===== src/hw/sac_pkg.sv =====
// Package: register map, field layout and constants for the conversion control
// Behaviour
// - Upper pin-disable register: bits 7..0 serve channels 23..16, set removes port control.
// - Disabled pin: input buffer off, port read returns zero.
// - Disabled pin: output driver high impedance, pull-up off.
// - Converter disabled during reset and while channel select is all ones.
// - After completion and until next start, converter sits idle at lowest power.
// - 8-bit mode yields 9-bit internal value; 10-bit yields 11 bits, 12-bit yields 12 bits.
// - 10-bit mode rounds to ten bits into high and low result registers.
// - 8-bit mode rounds to eight bits, written to low result only.
// - Completion transfers result, sets complete flag, interrupts when enable high.
// - Compare enable compares every result against compare registers in all modes.
// - Two-bit clock select picks one of four clocks; reset selects bus clock.
// - Selected clock divided by 1, 2, 4 or 8 forms conversion clock.
// - Internal async clock generated inside, keeps running in wait and stop3.
// - With hardware trigger enabled, each trigger rising edge starts a conversion.
// - Trigger edge during a conversion is discarded.
// - Hardware trigger plus continuous: only first edge launches, later ignored.
// - Software mode: status/control one write with channel not all ones starts.
// - Continuous mode restarts after each transfer until aborted.
// - 12/10-bit: high read, low unread blocks transfer; flag clear; result lost.
// - Single conversion, compare on and false: blocking moot, converter stops.
// - Any other blocked transfer starts another conversion, single or continuous.
// - Clock select: 00 bus, 01 bus half, 10 alternate, 11 internal async.
// - Resolution: 00 8-bit, 01 12-bit, 10 10-bit, 11 reserved.
package sac_pkg;
    localparam logic [7:0] ADDR_SC1      = 8'h00;
    localparam logic [7:0] ADDR_SC2      = 8'h04;
    localparam logic [7:0] ADDR_RES_HI   = 8'h08;
    localparam logic [7:0] ADDR_RES_LO   = 8'h0c;
    localparam logic [7:0] ADDR_CMP_HI   = 8'h10;
    localparam logic [7:0] ADDR_CMP_LO   = 8'h14;
    localparam logic [7:0] ADDR_CFG      = 8'h18;
    localparam logic [7:0] ADDR_PIN_UP   = 8'h1c;
    localparam logic [7:0] ADDR_PORT_IN  = 8'h20;
    // Status/control one fields
    localparam int SC1_CONVERSION_COMPLETE_FLAG = 7;
    localparam int SC1_COMPLETE_IRQ_ENABLE = 6;
    localparam int SC1_ACO  = 5;
    localparam int SC1_CH_H = 4;
    // Status/control two fields
    localparam int SC2_ACT  = 7;
    localparam int SC2_HWT  = 6;
    localparam int SC2_COMPARE_ENABLE = 5;
    localparam int SC2_ACGT = 4;
    // Configuration fields
    localparam int CFG_DIV_L  = 5;
    localparam int CFG_MODE_L = 2;
    localparam int CFG_CLK_L  = 0;
    localparam logic [4:0] CH_OFF    = 5'h1f;
    localparam logic [7:0] SC1_RESET = 8'h1f;
    localparam logic [7:0] CFG_RESET = 8'h00;
    localparam logic [7:0] PIN_RESET = 8'h00;
    localparam logic [1:0] MODE_8  = 2'h0;
    localparam logic [1:0] MODE_12 = 2'h1;
    localparam logic [1:0] MODE_10 = 2'h2;
    localparam logic [1:0] CLK_BUS      = 2'h0;
    localparam logic [1:0] CLK_BUS_HALF = 2'h1;
    localparam logic [1:0] CLK_ALT      = 2'h2;
    localparam logic [1:0] CLK_ASYNC    = 2'h3;
    // Sample phase length in conversion clock periods
    localparam int SAMPLE_TICKS = 4;
    localparam logic [1:0] AXI_OKAY   = 2'h0;
    localparam logic [1:0] AXI_SLVERR = 2'h2;
    typedef enum logic [2:0] {
        SAC_OFF  = 3'b001,
        SAC_IDLE = 3'b010,
        SAC_CONV = 3'b100
    } sac_state_t;
endpackage


===== src/hw/sac_ctrl.sv =====
// Conversion control of the successive-approximation converter with AXI4-Lite registers
`timescale 1ns/1ps
module sac_ctrl (
    input  wire logic        i_clk_sys,       // Bus clock, 10 MHz
    input  wire logic        i_reset_n,       // Async reset, active low
    input  wire logic [7:0]  i_awaddr,        // Write address
    input  wire logic        i_awvalid,       // Write address valid
    output logic             o_awready,       // Write address ready
    input  wire logic [31:0] i_wdata,         // Write data
    input  wire logic [3:0]  i_wstrb,         // Write strobes
    input  wire logic        i_wvalid,        // Write data valid
    output logic             o_wready,        // Write data ready
    output logic [1:0]       o_bresp,         // Write response
    output logic             o_bvalid,        // Write response valid
    input  wire logic        i_bready,        // Write response ready
    input  wire logic [7:0]  i_araddr,        // Read address
    input  wire logic        i_arvalid,       // Read address valid
    output logic             o_arready,       // Read address ready
    output logic [31:0]      o_rdata,         // Read data
    output logic [1:0]       o_rresp,         // Read response
    output logic             o_rvalid,        // Read data valid
    input  wire logic        i_rready,        // Read data ready
    input  wire logic        i_alt_clk,       // Alternate clock pin
    input  wire logic        i_async_clk,     // Internal async oscillator output
    input  wire logic        i_hw_trigger,    // Hardware trigger input
    input  wire logic [11:0] i_sar_value,     // Analog core approximation value
    input  wire logic [7:0]  i_pin_in,        // Raw input of pins 16..23
    input  wire logic [7:0]  i_port_out,      // Port output data of pins 16..23
    input  wire logic [7:0]  i_port_oe,       // Port output enable of pins 16..23
    input  wire logic [7:0]  i_port_pull,     // Port pull-up enable of pins 16..23
    output logic [7:0]       o_pin_out,       // Pin output data
    output logic [7:0]       o_pin_oe,        // Pin output enable
    output logic [7:0]       o_pin_pull_en,   // Pin pull-up enable
    output logic [7:0]       o_pin_ibuf_en,   // Pin input buffer enable
    output logic [4:0]       o_channel,       // Channel to the analog mux
    output logic             o_conv_clk,      // Conversion clock tick
    output logic             o_async_clk_en,  // Internal async clock generator on
    output logic             o_analog_en,     // Analog core powered
    output logic             o_irq            // Completion interrupt
);
    import sac_pkg::*;

    function automatic logic [7:0] lane(input logic [7:0] old, input logic [31:0] d,
                                        input logic [3:0] s);
        return s[0] ? d[7:0] : old;
    endfunction

    // Sync of external inputs
    logic [3:0] sync1_q, sync2_q, sync1_d, sync2_d;
    logic [7:0] pin1_q, pin2_q;
    logic       trig_prev_q, div_src_prev_q;
    logic       half_q, half_d;
    logic [2:0] div_cnt_q, div_cnt_d;
    logic       tick_q, tick_d;

    assign sync1_d = {1'b0, i_hw_trigger, i_alt_clk, i_async_clk};
    assign sync2_d = sync1_q;

    // Registers
    logic [7:0]  sc1_q, sc1_d, sc2_q, sc2_d, cfg_q, cfg_d, pin_q, pin_d;
    logic [7:0]  cvh_q, cvh_d, cvl_q, cvl_d, rh_q, rh_d, rl_q, rl_d;
    logic        conversion_complete_flag_q, conversion_complete_flag_d, hi_read_q, hi_read_d;
    sac_state_t  st_q, st_d;
    logic [3:0]  step_q, step_d;
    logic        launched_q, launched_d;
    // Bus state
    logic        aw_q, aw_d, w_q, w_d, bv_q, bv_d, rv_q, rv_d;
    logic [7:0]  awa_q, awa_d;
    logic [31:0] wd_q, wd_d, rd_q, rd_d;
    logic [3:0]  ws_q, ws_d;
    logic [1:0]  br_q, br_d, rr_q, rr_d;

    logic        clk_src, trig_rise, wr_go, rd_go, start, abort, done, mapped_w;
    logic [12:0] rounded;
    logic [12:0] diff;
    logic        cmp_true, block, sc1_wr, ch_off;
    logic [1:0]  mode;
    logic [4:0]  ch;

    assign mode   = cfg_q[CFG_MODE_L+1:CFG_MODE_L];
    assign ch     = sc1_q[SC1_CH_H:0];
    assign ch_off = (ch == CH_OFF);

    // Input clock select then divide
    always_comb begin
        unique case (cfg_q[CFG_CLK_L+1:CFG_CLK_L])
            CLK_BUS:      clk_src = 1'b1;
            CLK_BUS_HALF: clk_src = half_q;
            CLK_ALT:      clk_src = sync2_q[1] & ~div_src_prev_q;
            default:      clk_src = sync2_q[0] & ~div_src_prev_q;
        endcase
        half_d = ~half_q;
        div_cnt_d = div_cnt_q;
        tick_d = 1'b0;
        if (clk_src) begin
            div_cnt_d = div_cnt_q + 3'h1;
            unique case (cfg_q[CFG_DIV_L+1:CFG_DIV_L])
                2'h0:    tick_d = 1'b1;
                2'h1:    tick_d = div_cnt_q[0];
                2'h2:    tick_d = &div_cnt_q[1:0];
                default: tick_d = &div_cnt_q;
            endcase
        end
    end

    // Write and read sides of the bus
    assign wr_go  = aw_q & w_q & ~bv_q;
    assign rd_go  = i_arvalid & ~rv_q;
    assign sc1_wr = wr_go & (awa_q == ADDR_SC1) & ws_q[0];
    assign mapped_w = (awa_q <= ADDR_PIN_UP);

    always_comb begin
        aw_d = aw_q;
        w_d  = w_q;
        awa_d = awa_q;
        wd_d = wd_q;
        ws_d = ws_q;
        bv_d = bv_q;
        br_d = br_q;
        rv_d = rv_q;
        rr_d = rr_q;
        rd_d = rd_q;
        if (i_awvalid && !aw_q) begin
            aw_d = 1'b1;
            awa_d = i_awaddr;
        end
        if (i_wvalid && !w_q) begin
            w_d = 1'b1;
            wd_d = i_wdata;
            ws_d = i_wstrb;
        end
        if (wr_go) begin
            aw_d = 1'b0;
            w_d  = 1'b0;
            bv_d = 1'b1;
            br_d = mapped_w ? AXI_OKAY : AXI_SLVERR;
        end
        if (bv_q && i_bready) bv_d = 1'b0;
        if (rd_go) begin
            rv_d = 1'b1;
            rr_d = AXI_OKAY;
            unique case (i_araddr)
                ADDR_SC1:     rd_d = {24'h0, conversion_complete_flag_q, sc1_q[6:0]};
                ADDR_SC2:     rd_d = {24'h0, st_q == SAC_CONV, sc2_q[6:0]};
                ADDR_RES_HI:  rd_d = {24'h0, rh_q};
                ADDR_RES_LO:  rd_d = {24'h0, rl_q};
                ADDR_CMP_HI:  rd_d = {24'h0, cvh_q};
                ADDR_CMP_LO:  rd_d = {24'h0, cvl_q};
                ADDR_CFG:     rd_d = {24'h0, cfg_q};
                ADDR_PIN_UP:  rd_d = {24'h0, pin_q};
                ADDR_PORT_IN: rd_d = {24'h0, pin2_q & ~pin_q};
                default: begin
                    rd_d = 32'h0;
                    rr_d = AXI_SLVERR;
                end
            endcase
        end else if (rv_q && i_rready) begin
            rv_d = 1'b0;
        end
    end

    // Rounding and compare
    always_comb begin
        unique case (mode)
            MODE_8:  rounded = 13'((10'(i_sar_value[11:3]) + 10'h1) >> 1);
            MODE_10: rounded = 13'((12'(i_sar_value[11:1]) + 12'h1) >> 1);
            default: rounded = {1'b0, i_sar_value};
        endcase
        if (rounded[12] || (mode == MODE_8 && rounded[8]) || (mode == MODE_10 && rounded[10]))
            rounded = (mode == MODE_8) ? 13'h0ff : (mode == MODE_10) ? 13'h3ff : 13'hfff;
        diff = rounded - {1'b0, (mode == MODE_8) ? 4'h0 : cvh_q[3:0], cvl_q};
        cmp_true = sc2_q[SC2_ACGT] ? ~diff[12] : diff[12];
    end

    assign block = (mode != MODE_8) && hi_read_q;
    // Last of the SAMPLE_TICKS + 12 ticks, counted from zero
    assign done  = (st_q == SAC_CONV) && tick_q && (step_q == 4'(SAMPLE_TICKS + 11));
    assign abort = wr_go && mapped_w && ws_q[0] &&
                   (awa_q <= ADDR_CMP_LO || awa_q == ADDR_CFG) &&
                   awa_q != ADDR_RES_HI && awa_q != ADDR_RES_LO;

    // Conversion sequencing
    always_comb begin
        st_d = st_q;
        step_d = step_q;
        launched_d = launched_q;
        start = 1'b0;
        conversion_complete_flag_d = conversion_complete_flag_q;
        rh_d = rh_q;
        rl_d = rl_q;
        hi_read_d = hi_read_q;
        sc1_d = sc1_q;
        sc2_d = sc2_q;
        cfg_d = cfg_q;
        pin_d = pin_q;
        cvh_d = cvh_q;
        cvl_d = cvl_q;
        if (rd_go && i_araddr == ADDR_RES_HI) hi_read_d = 1'b1;
        if (rd_go && i_araddr == ADDR_RES_LO) hi_read_d = 1'b0;
        if (rd_go && (i_araddr == ADDR_RES_HI || i_araddr == ADDR_RES_LO)) conversion_complete_flag_d = 1'b0;
        if (wr_go && ws_q[0]) begin
            unique case (awa_q)
                ADDR_SC1:    sc1_d = {1'b0, wd_q[6:0]};
                ADDR_SC2:    sc2_d = {1'b0, wd_q[6:4], 4'h0};
                ADDR_CMP_HI: cvh_d = {4'h0, wd_q[3:0]};
                ADDR_CMP_LO: cvl_d = lane(cvl_q, wd_q, ws_q);
                ADDR_CFG:    cfg_d = wd_q[7:0];
                ADDR_PIN_UP: pin_d = wd_q[7:0];
                default:     ;
            endcase
        end
        if (sc1_wr) conversion_complete_flag_d = 1'b0;
        if (trig_rise && sc2_q[SC2_HWT] && st_q == SAC_IDLE &&
            !(sc1_q[SC1_ACO] && launched_q))
            start = 1'b1;
        if (sc1_wr && !sc2_q[SC2_HWT] && wd_q[SC1_CH_H:0] != CH_OFF)
            start = 1'b1;
        if (st_q == SAC_CONV && tick_q) step_d = step_q + 4'h1;
        if (done) begin
            if (sc2_q[SC2_COMPARE_ENABLE] && !cmp_true) begin
                st_d = sc1_q[SC1_ACO] ? SAC_CONV : SAC_IDLE;
                step_d = 4'h0;
            end else if (block) begin
                step_d = 4'h0;
            end else begin
                rh_d = {3'h0, rounded[12:8]} & {8{mode != MODE_8}};
                rl_d = rounded[7:0];
                conversion_complete_flag_d = 1'b1;
                st_d = sc1_q[SC1_ACO] ? SAC_CONV : SAC_IDLE;
                step_d = 4'h0;
            end
        end
        // Abort never wakes a disabled converter
        if (start || (abort && st_q != SAC_OFF)) begin
            st_d = start ? SAC_CONV : SAC_IDLE;
            step_d = 4'h0;
            launched_d = start;
        end
        if (sc1_wr && wd_q[SC1_CH_H:0] == CH_OFF) begin
            st_d = SAC_OFF;
            launched_d = 1'b0;
        end else if (st_q == SAC_OFF && !ch_off) begin
            st_d = SAC_IDLE;
        end
        if (!sc1_q[SC1_ACO] && !sc2_q[SC2_HWT]) launched_d = (st_d == SAC_CONV);
    end

    assign trig_rise = sync2_q[2] & ~trig_prev_q;

    always_ff @(posedge i_clk_sys or negedge i_reset_n) begin
        if (!i_reset_n) begin
            sync1_q <= 4'h0;
            sync2_q <= 4'h0;
            pin1_q <= 8'h0;
            pin2_q <= 8'h0;
            trig_prev_q <= 1'b0;
            div_src_prev_q <= 1'b0;
            half_q <= 1'b0;
            div_cnt_q <= 3'h0;
            tick_q <= 1'b0;
            sc1_q <= SC1_RESET;
            sc2_q <= 8'h0;
            cfg_q <= CFG_RESET;
            pin_q <= PIN_RESET;
            cvh_q <= 8'h0;
            cvl_q <= 8'h0;
            rh_q <= 8'h0;
            rl_q <= 8'h0;
            conversion_complete_flag_q <= 1'b0;
            hi_read_q <= 1'b0;
            st_q <= SAC_OFF;
            step_q <= 4'h0;
            launched_q <= 1'b0;
            aw_q <= 1'b0;
            w_q <= 1'b0;
            awa_q <= 8'h0;
            wd_q <= 32'h0;
            ws_q <= 4'h0;
            bv_q <= 1'b0;
            br_q <= AXI_OKAY;
            rv_q <= 1'b0;
            rr_q <= AXI_OKAY;
            rd_q <= 32'h0;
        end else begin
            sync1_q <= sync1_d;
            sync2_q <= sync2_d;
            pin1_q <= i_pin_in;
            pin2_q <= pin1_q;
            trig_prev_q <= sync2_q[2];
            div_src_prev_q <= (cfg_q[1:0] == CLK_ALT) ? sync2_q[1] : sync2_q[0];
            half_q <= half_d;
            div_cnt_q <= div_cnt_d;
            tick_q <= tick_d;
            sc1_q <= sc1_d;
            sc2_q <= sc2_d;
            cfg_q <= cfg_d;
            pin_q <= pin_d;
            cvh_q <= cvh_d;
            cvl_q <= cvl_d;
            rh_q <= rh_d;
            rl_q <= rl_d;
            conversion_complete_flag_q <= conversion_complete_flag_d;
            hi_read_q <= hi_read_d;
            st_q <= st_d;
            step_q <= step_d;
            launched_q <= launched_d;
            aw_q <= aw_d;
            w_q <= w_d;
            awa_q <= awa_d;
            wd_q <= wd_d;
            ws_q <= ws_d;
            bv_q <= bv_d;
            br_q <= br_d;
            rv_q <= rv_d;
            rr_q <= rr_d;
            rd_q <= rd_d;
        end
    end

    assign o_awready = ~aw_q;
    assign o_wready  = ~w_q;
    assign o_bvalid  = bv_q;
    assign o_bresp   = br_q;
    assign o_arready = ~rv_q;
    assign o_rvalid  = rv_q;
    assign o_rdata   = rd_q;
    assign o_rresp   = rr_q;
    assign o_pin_out     = i_port_out & ~pin_q;
    assign o_pin_oe      = i_port_oe & ~pin_q;
    assign o_pin_pull_en = i_port_pull & ~pin_q;
    assign o_pin_ibuf_en = ~pin_q;
    assign o_channel     = ch;
    assign o_conv_clk    = tick_q;
    assign o_async_clk_en = (cfg_q[1:0] == CLK_ASYNC) && (st_q == SAC_CONV);
    assign o_analog_en   = (st_q == SAC_CONV);
    assign o_irq         = conversion_complete_flag_q & sc1_q[SC1_COMPLETE_IRQ_ENABLE];
endmodule


===== config.mk =====
export PLATFORM = sky130hd
export DESIGN_NAME = sac_ctrl
export DESIGN_NICKNAME = d
export VERILOG_FILES = /design/src/hw/sac_pkg.sv /design/src/hw/sac_ctrl.sv
export SDC_FILE = /design/constraint.sdc
export NUM_CORES = 1
export LEC_CHECK = 0
export BUFFER_PORTS_ARGS = -buffer_cell sky130_fd_sc_hd__buf_4
export CORE_MARGIN = 1.5
export CORE_UTILIZATION = 56
export DETAILED_ROUTE_END_ITERATION = 6
export PLACE_DENSITY = 0.87
export SYNTH_ARGS = -nofsm -noshare
export SYNTH_HDL_FRONTEND = slang
export SYNTH_SLANG_ARGS = --single-unit

===== constraint.sdc =====
create_clock -name i_clk_sys -period 9.65 [get_ports i_clk_sys]
set_clock_uncertainty 0.1 [all_clocks]
set_input_delay 1.93 -clock i_clk_sys [delete_from_list [all_inputs] [get_ports i_clk_sys]]
set_output_delay 1.93 -clock i_clk_sys [all_outputs]
set_load 0.02 [all_outputs]

==> out/results.ini <==
[status]
status=complete, no violations

[timing]
hold_viol_final=0
period_share_pct=57.89
maxSlewViolCount=0
finalCriticalPeriod_ns=5.586
fin_tns_setup_ns=0
fmax_mhz=179.0
slew-limit-headroom_pct=23.92
max_slew.worst_pin.slew_ns=1.141
setup_ws_ns=4.064
finalSetupViolCount=0
rsz0062_at_grt=no

[grt]
grt_max_degree=95
grtUsageMet2_pct=46.09
antenna_found_initial=0
grtUsageMet3_pct=6.397
grt-busiest-layer=met2
grt_usage_pct=27.57
grt_pass1_wl_mm=26.66
grt_use_met1_pct=34.71
grt-ovfl-total=0
grt_pass1_vias=5267

[yosys]
synth_top_family_by_area=simple AND/OR/NAND/NOR gates
postSynthCellCount=637
syn_area_sq_um=6492
syn_avg_cell_area_sq_um=10.19
synthAdderAreaFrac_pct=3.083
synth_compound_area_share_pct=12.49
synth_seq_area_share_pct=46.37
synth_xor_area_share_pct=1.214
yosysWarnings=0
async_reset_ff_share_pct=100.0
yosys.cell_types.count=72
synth_simple_gate_area_share_pct=17.61
ys_ff_latch=120
synth_edf_count=0
synthMuxAreaShare_pct=11.99
ys.flop_type=dfrtp_1

[place]
gp_congestion=0.9223
dp_cells=886
pre_cts_ws_ns=3.646
numPortBuffers=134
dp_hpwl_mm=12.14
dpl_cell_area_sq_um=7432

[critical_path]
r2r_setup_slack_ns=5.13
end_kind=flop
worstSetupPathType=in -> reg
worstPathRequired_ns=9.84
crit_path_start_kind=primary input
critPathArrivalTime_ns=5.78
worstPathMaxFanout=15

[detailed_routing]
drc=0
routedWlPerCell_um=18.04
drt-pass1-iter-count=5
wirelength_mm=16.56
first_iter_violations=325
ant_nets=0
viasPerCell=5.837
vias=5358

[die]
fp.dieH_um=110.7
die_area_sq_um=12250
start_util_pct=57.10
core_area_sq_um=11370
pin_count=188
rows=39
die_w_um=110.7

[cells_and_area]
drive_above_1_share_pct=32.00
num-nets-final=884
final_core_utilization_pct=70.91
diodes=0
fill_cells=836
multi_input_area_sq_um=3109
synthToLayoutAreaGrowth_pct=24.19
postLayoutCellArea_sq_um=8063
layout.cells.non_filler=918
seqCellArea_sq_um=3010

[cts]
htreeDepth=4
cts_setup_buffers=0
cts_made_buffers=17
cts.repair.resized=0
cts_sinks=120
clock_path_buffers=2
cts_root_buf=clkbuf_16
clkLatencyLatePin_ns=0.41
hold_buffers=0
cts.reportedPaths.clkPinSlew_ns=0.06
tritoncts=done

[power_and_ir_drop]
power.density_nw_per_um2=224.9
irDropWorstVdd_mv=0.2025
p_leak_nw=3.753

[min_path]
min_path_type=reg -> reg

[run]
maxCapViolations=0

[critical path, stage by stage]
cell and delay [ns]:
buf_4 0.12, ha_1 0.30, nand2_1 0.09, nor2_1 0.30
nand2_1 0.09, a221oi_1 0.31, a21oi_1 0.07, a2bb2oi_1 0.18
ha_1 0.35, nand2_1 0.08, a2111oi_0 0.42, o211a_1 0.28
or3_1 0.12, and4b_1 0.69, mux2_2 0.42
[flip-flops by register name, indices dropped and copies added (netlist names), 3 cells and up]
| signal | count |
|---|---|
| sc1_q | 7 |
| wd_q | 8 |
| sc2_q | 3 |
| rl_q | 8 |
| cfg_q | 8 |
| st_q | 3 |
| awa_q | 8 |
| sync2_q | 3 |
| pin2_q | 8 |
| rh_q | 4 |
| o_rdata | 8 |
| pin1_q | 8 |
| sync1_q | 3 |
| div_cnt_q | 3 |
| cvh_q | 4 |
| cvl_q | 8 |
| pin_q | 8 |
| step_q | 4 |
[cells in the mapped netlist, types with 3 or more instances]
cell type    n  area share [%]
nor2b_1     31             3.0
xor2_1       3            0.40
mux2i_1      5            0.77
nand4_1      6            0.58
a22oi_1      6            0.69
a21oi_1     19             1.5
nor3_1       7            0.54
a32oi_1      8             1.1
o211ai_1     3            0.35
a221oi_1     5            0.67
and4_1       3            0.40
or2_2        4            0.39
dfstp_2      6             2.4
inv_1       30             1.7
a31oi_1      4            0.39
nor2_1      24             1.4
ha_1        16             3.1
o21ai_0     33             2.5
mux2_2      58              10
buf_4       31             3.6
a22o_1       6            0.81
nand2b_1     7            0.67
or3_1        6            0.58
o21a_1       3            0.35
nor3b_1      3            0.35
and2_1       5            0.48
mux2_4       5             1.2
a21o_1       3            0.35
xnor2_1      6            0.81
nand3_1     12            0.93
and3_1       4            0.39
nand2_1     91             5.3
nor4_1       4            0.39
dfrtp_1    114              44
clkbuf_1    16            0.93
buf_2        3            0.23
[layout make-up]
class / count / share of cell area [%]
Sequential cell: 120 / 37.34
Multi-Input combinational cell: 457 / 38.56
Clock inverter: 12 / 2.033
Timing Repair Buffer: 136 / 12.66
Tap cell: 143 / 2.219
Inverter: 30 / 1.397
Clock buffer: 20 / 5.788
[cell families (layout without fill, tap and decap cells)]
logic type,after synthesis,after routing
compound gates,116,116
xor+xnor,9,9
fa+ha+maj,16,16
buf+inv,85,198
flops,120,120
mux,68,68
other cells,1,26
simple gates,222,222
[power by group]
| part | leakage, nW | internal (mW) | switching [mW] |
|---|---|---|---|
| combinational | 1.94 | 0.206 | 0.216 |
| clock | 0.296 | 0.430 | 0.236 |
| sequential | 1.52 | 0.597 | 0.129 |
[through the flow]
stage | power, mW | hold slack [ns]
2_1_floorplan | 0.9809 | 0.2312
3_3_place_gp | 1.123 | 0.2331
3_5_place_dp | 1.150 | 0.2358
4_1_cts | 1.820 | 0.2489
5_1_grt | 1.900 | 0.2517
6_report | 1.813 | 0.2475
[layer usage]
layer	routed length [um]	part of all wire [%]
met4	522	3.2
met2	8271	50
met3	1161	7.0
met5	0	0
met1	6604	40
[cell usage in the layout, fill, tap and decap left out, drive strengths merged, types with 6 or more instances in the layout]
cell type,count
a21oi,19
a22o,6
a22oi,6
a32oi,8
buf,136
clkbuf,20
conb,26
dfrtp,114
dfstp,6
ha,16
inv,33
mux2,63
nand2,91
nand2b,7
nand3,13
nand4,6
nor2,24
nor2b,31
nor3,8
o21ai,33
or3,6
xnor2,6
[path summary, 6_finish.rpt]
check	start	to	cells past startpoint
max reg2reg	cfg_q[3]	rl_q[3]	11
max	i_sar_value[3]	rl_q[3]	15
min	sync1_q[1]	sync2_q[1]	0
min in group asynchronous	i_reset_n	pin2_q[6]	1
min reg2reg	sync1_q[1]	sync2_q[1]	0
max in group asynchronous	i_reset_n	awa_q[3]	2
Power figures use the tool's default switching activity.
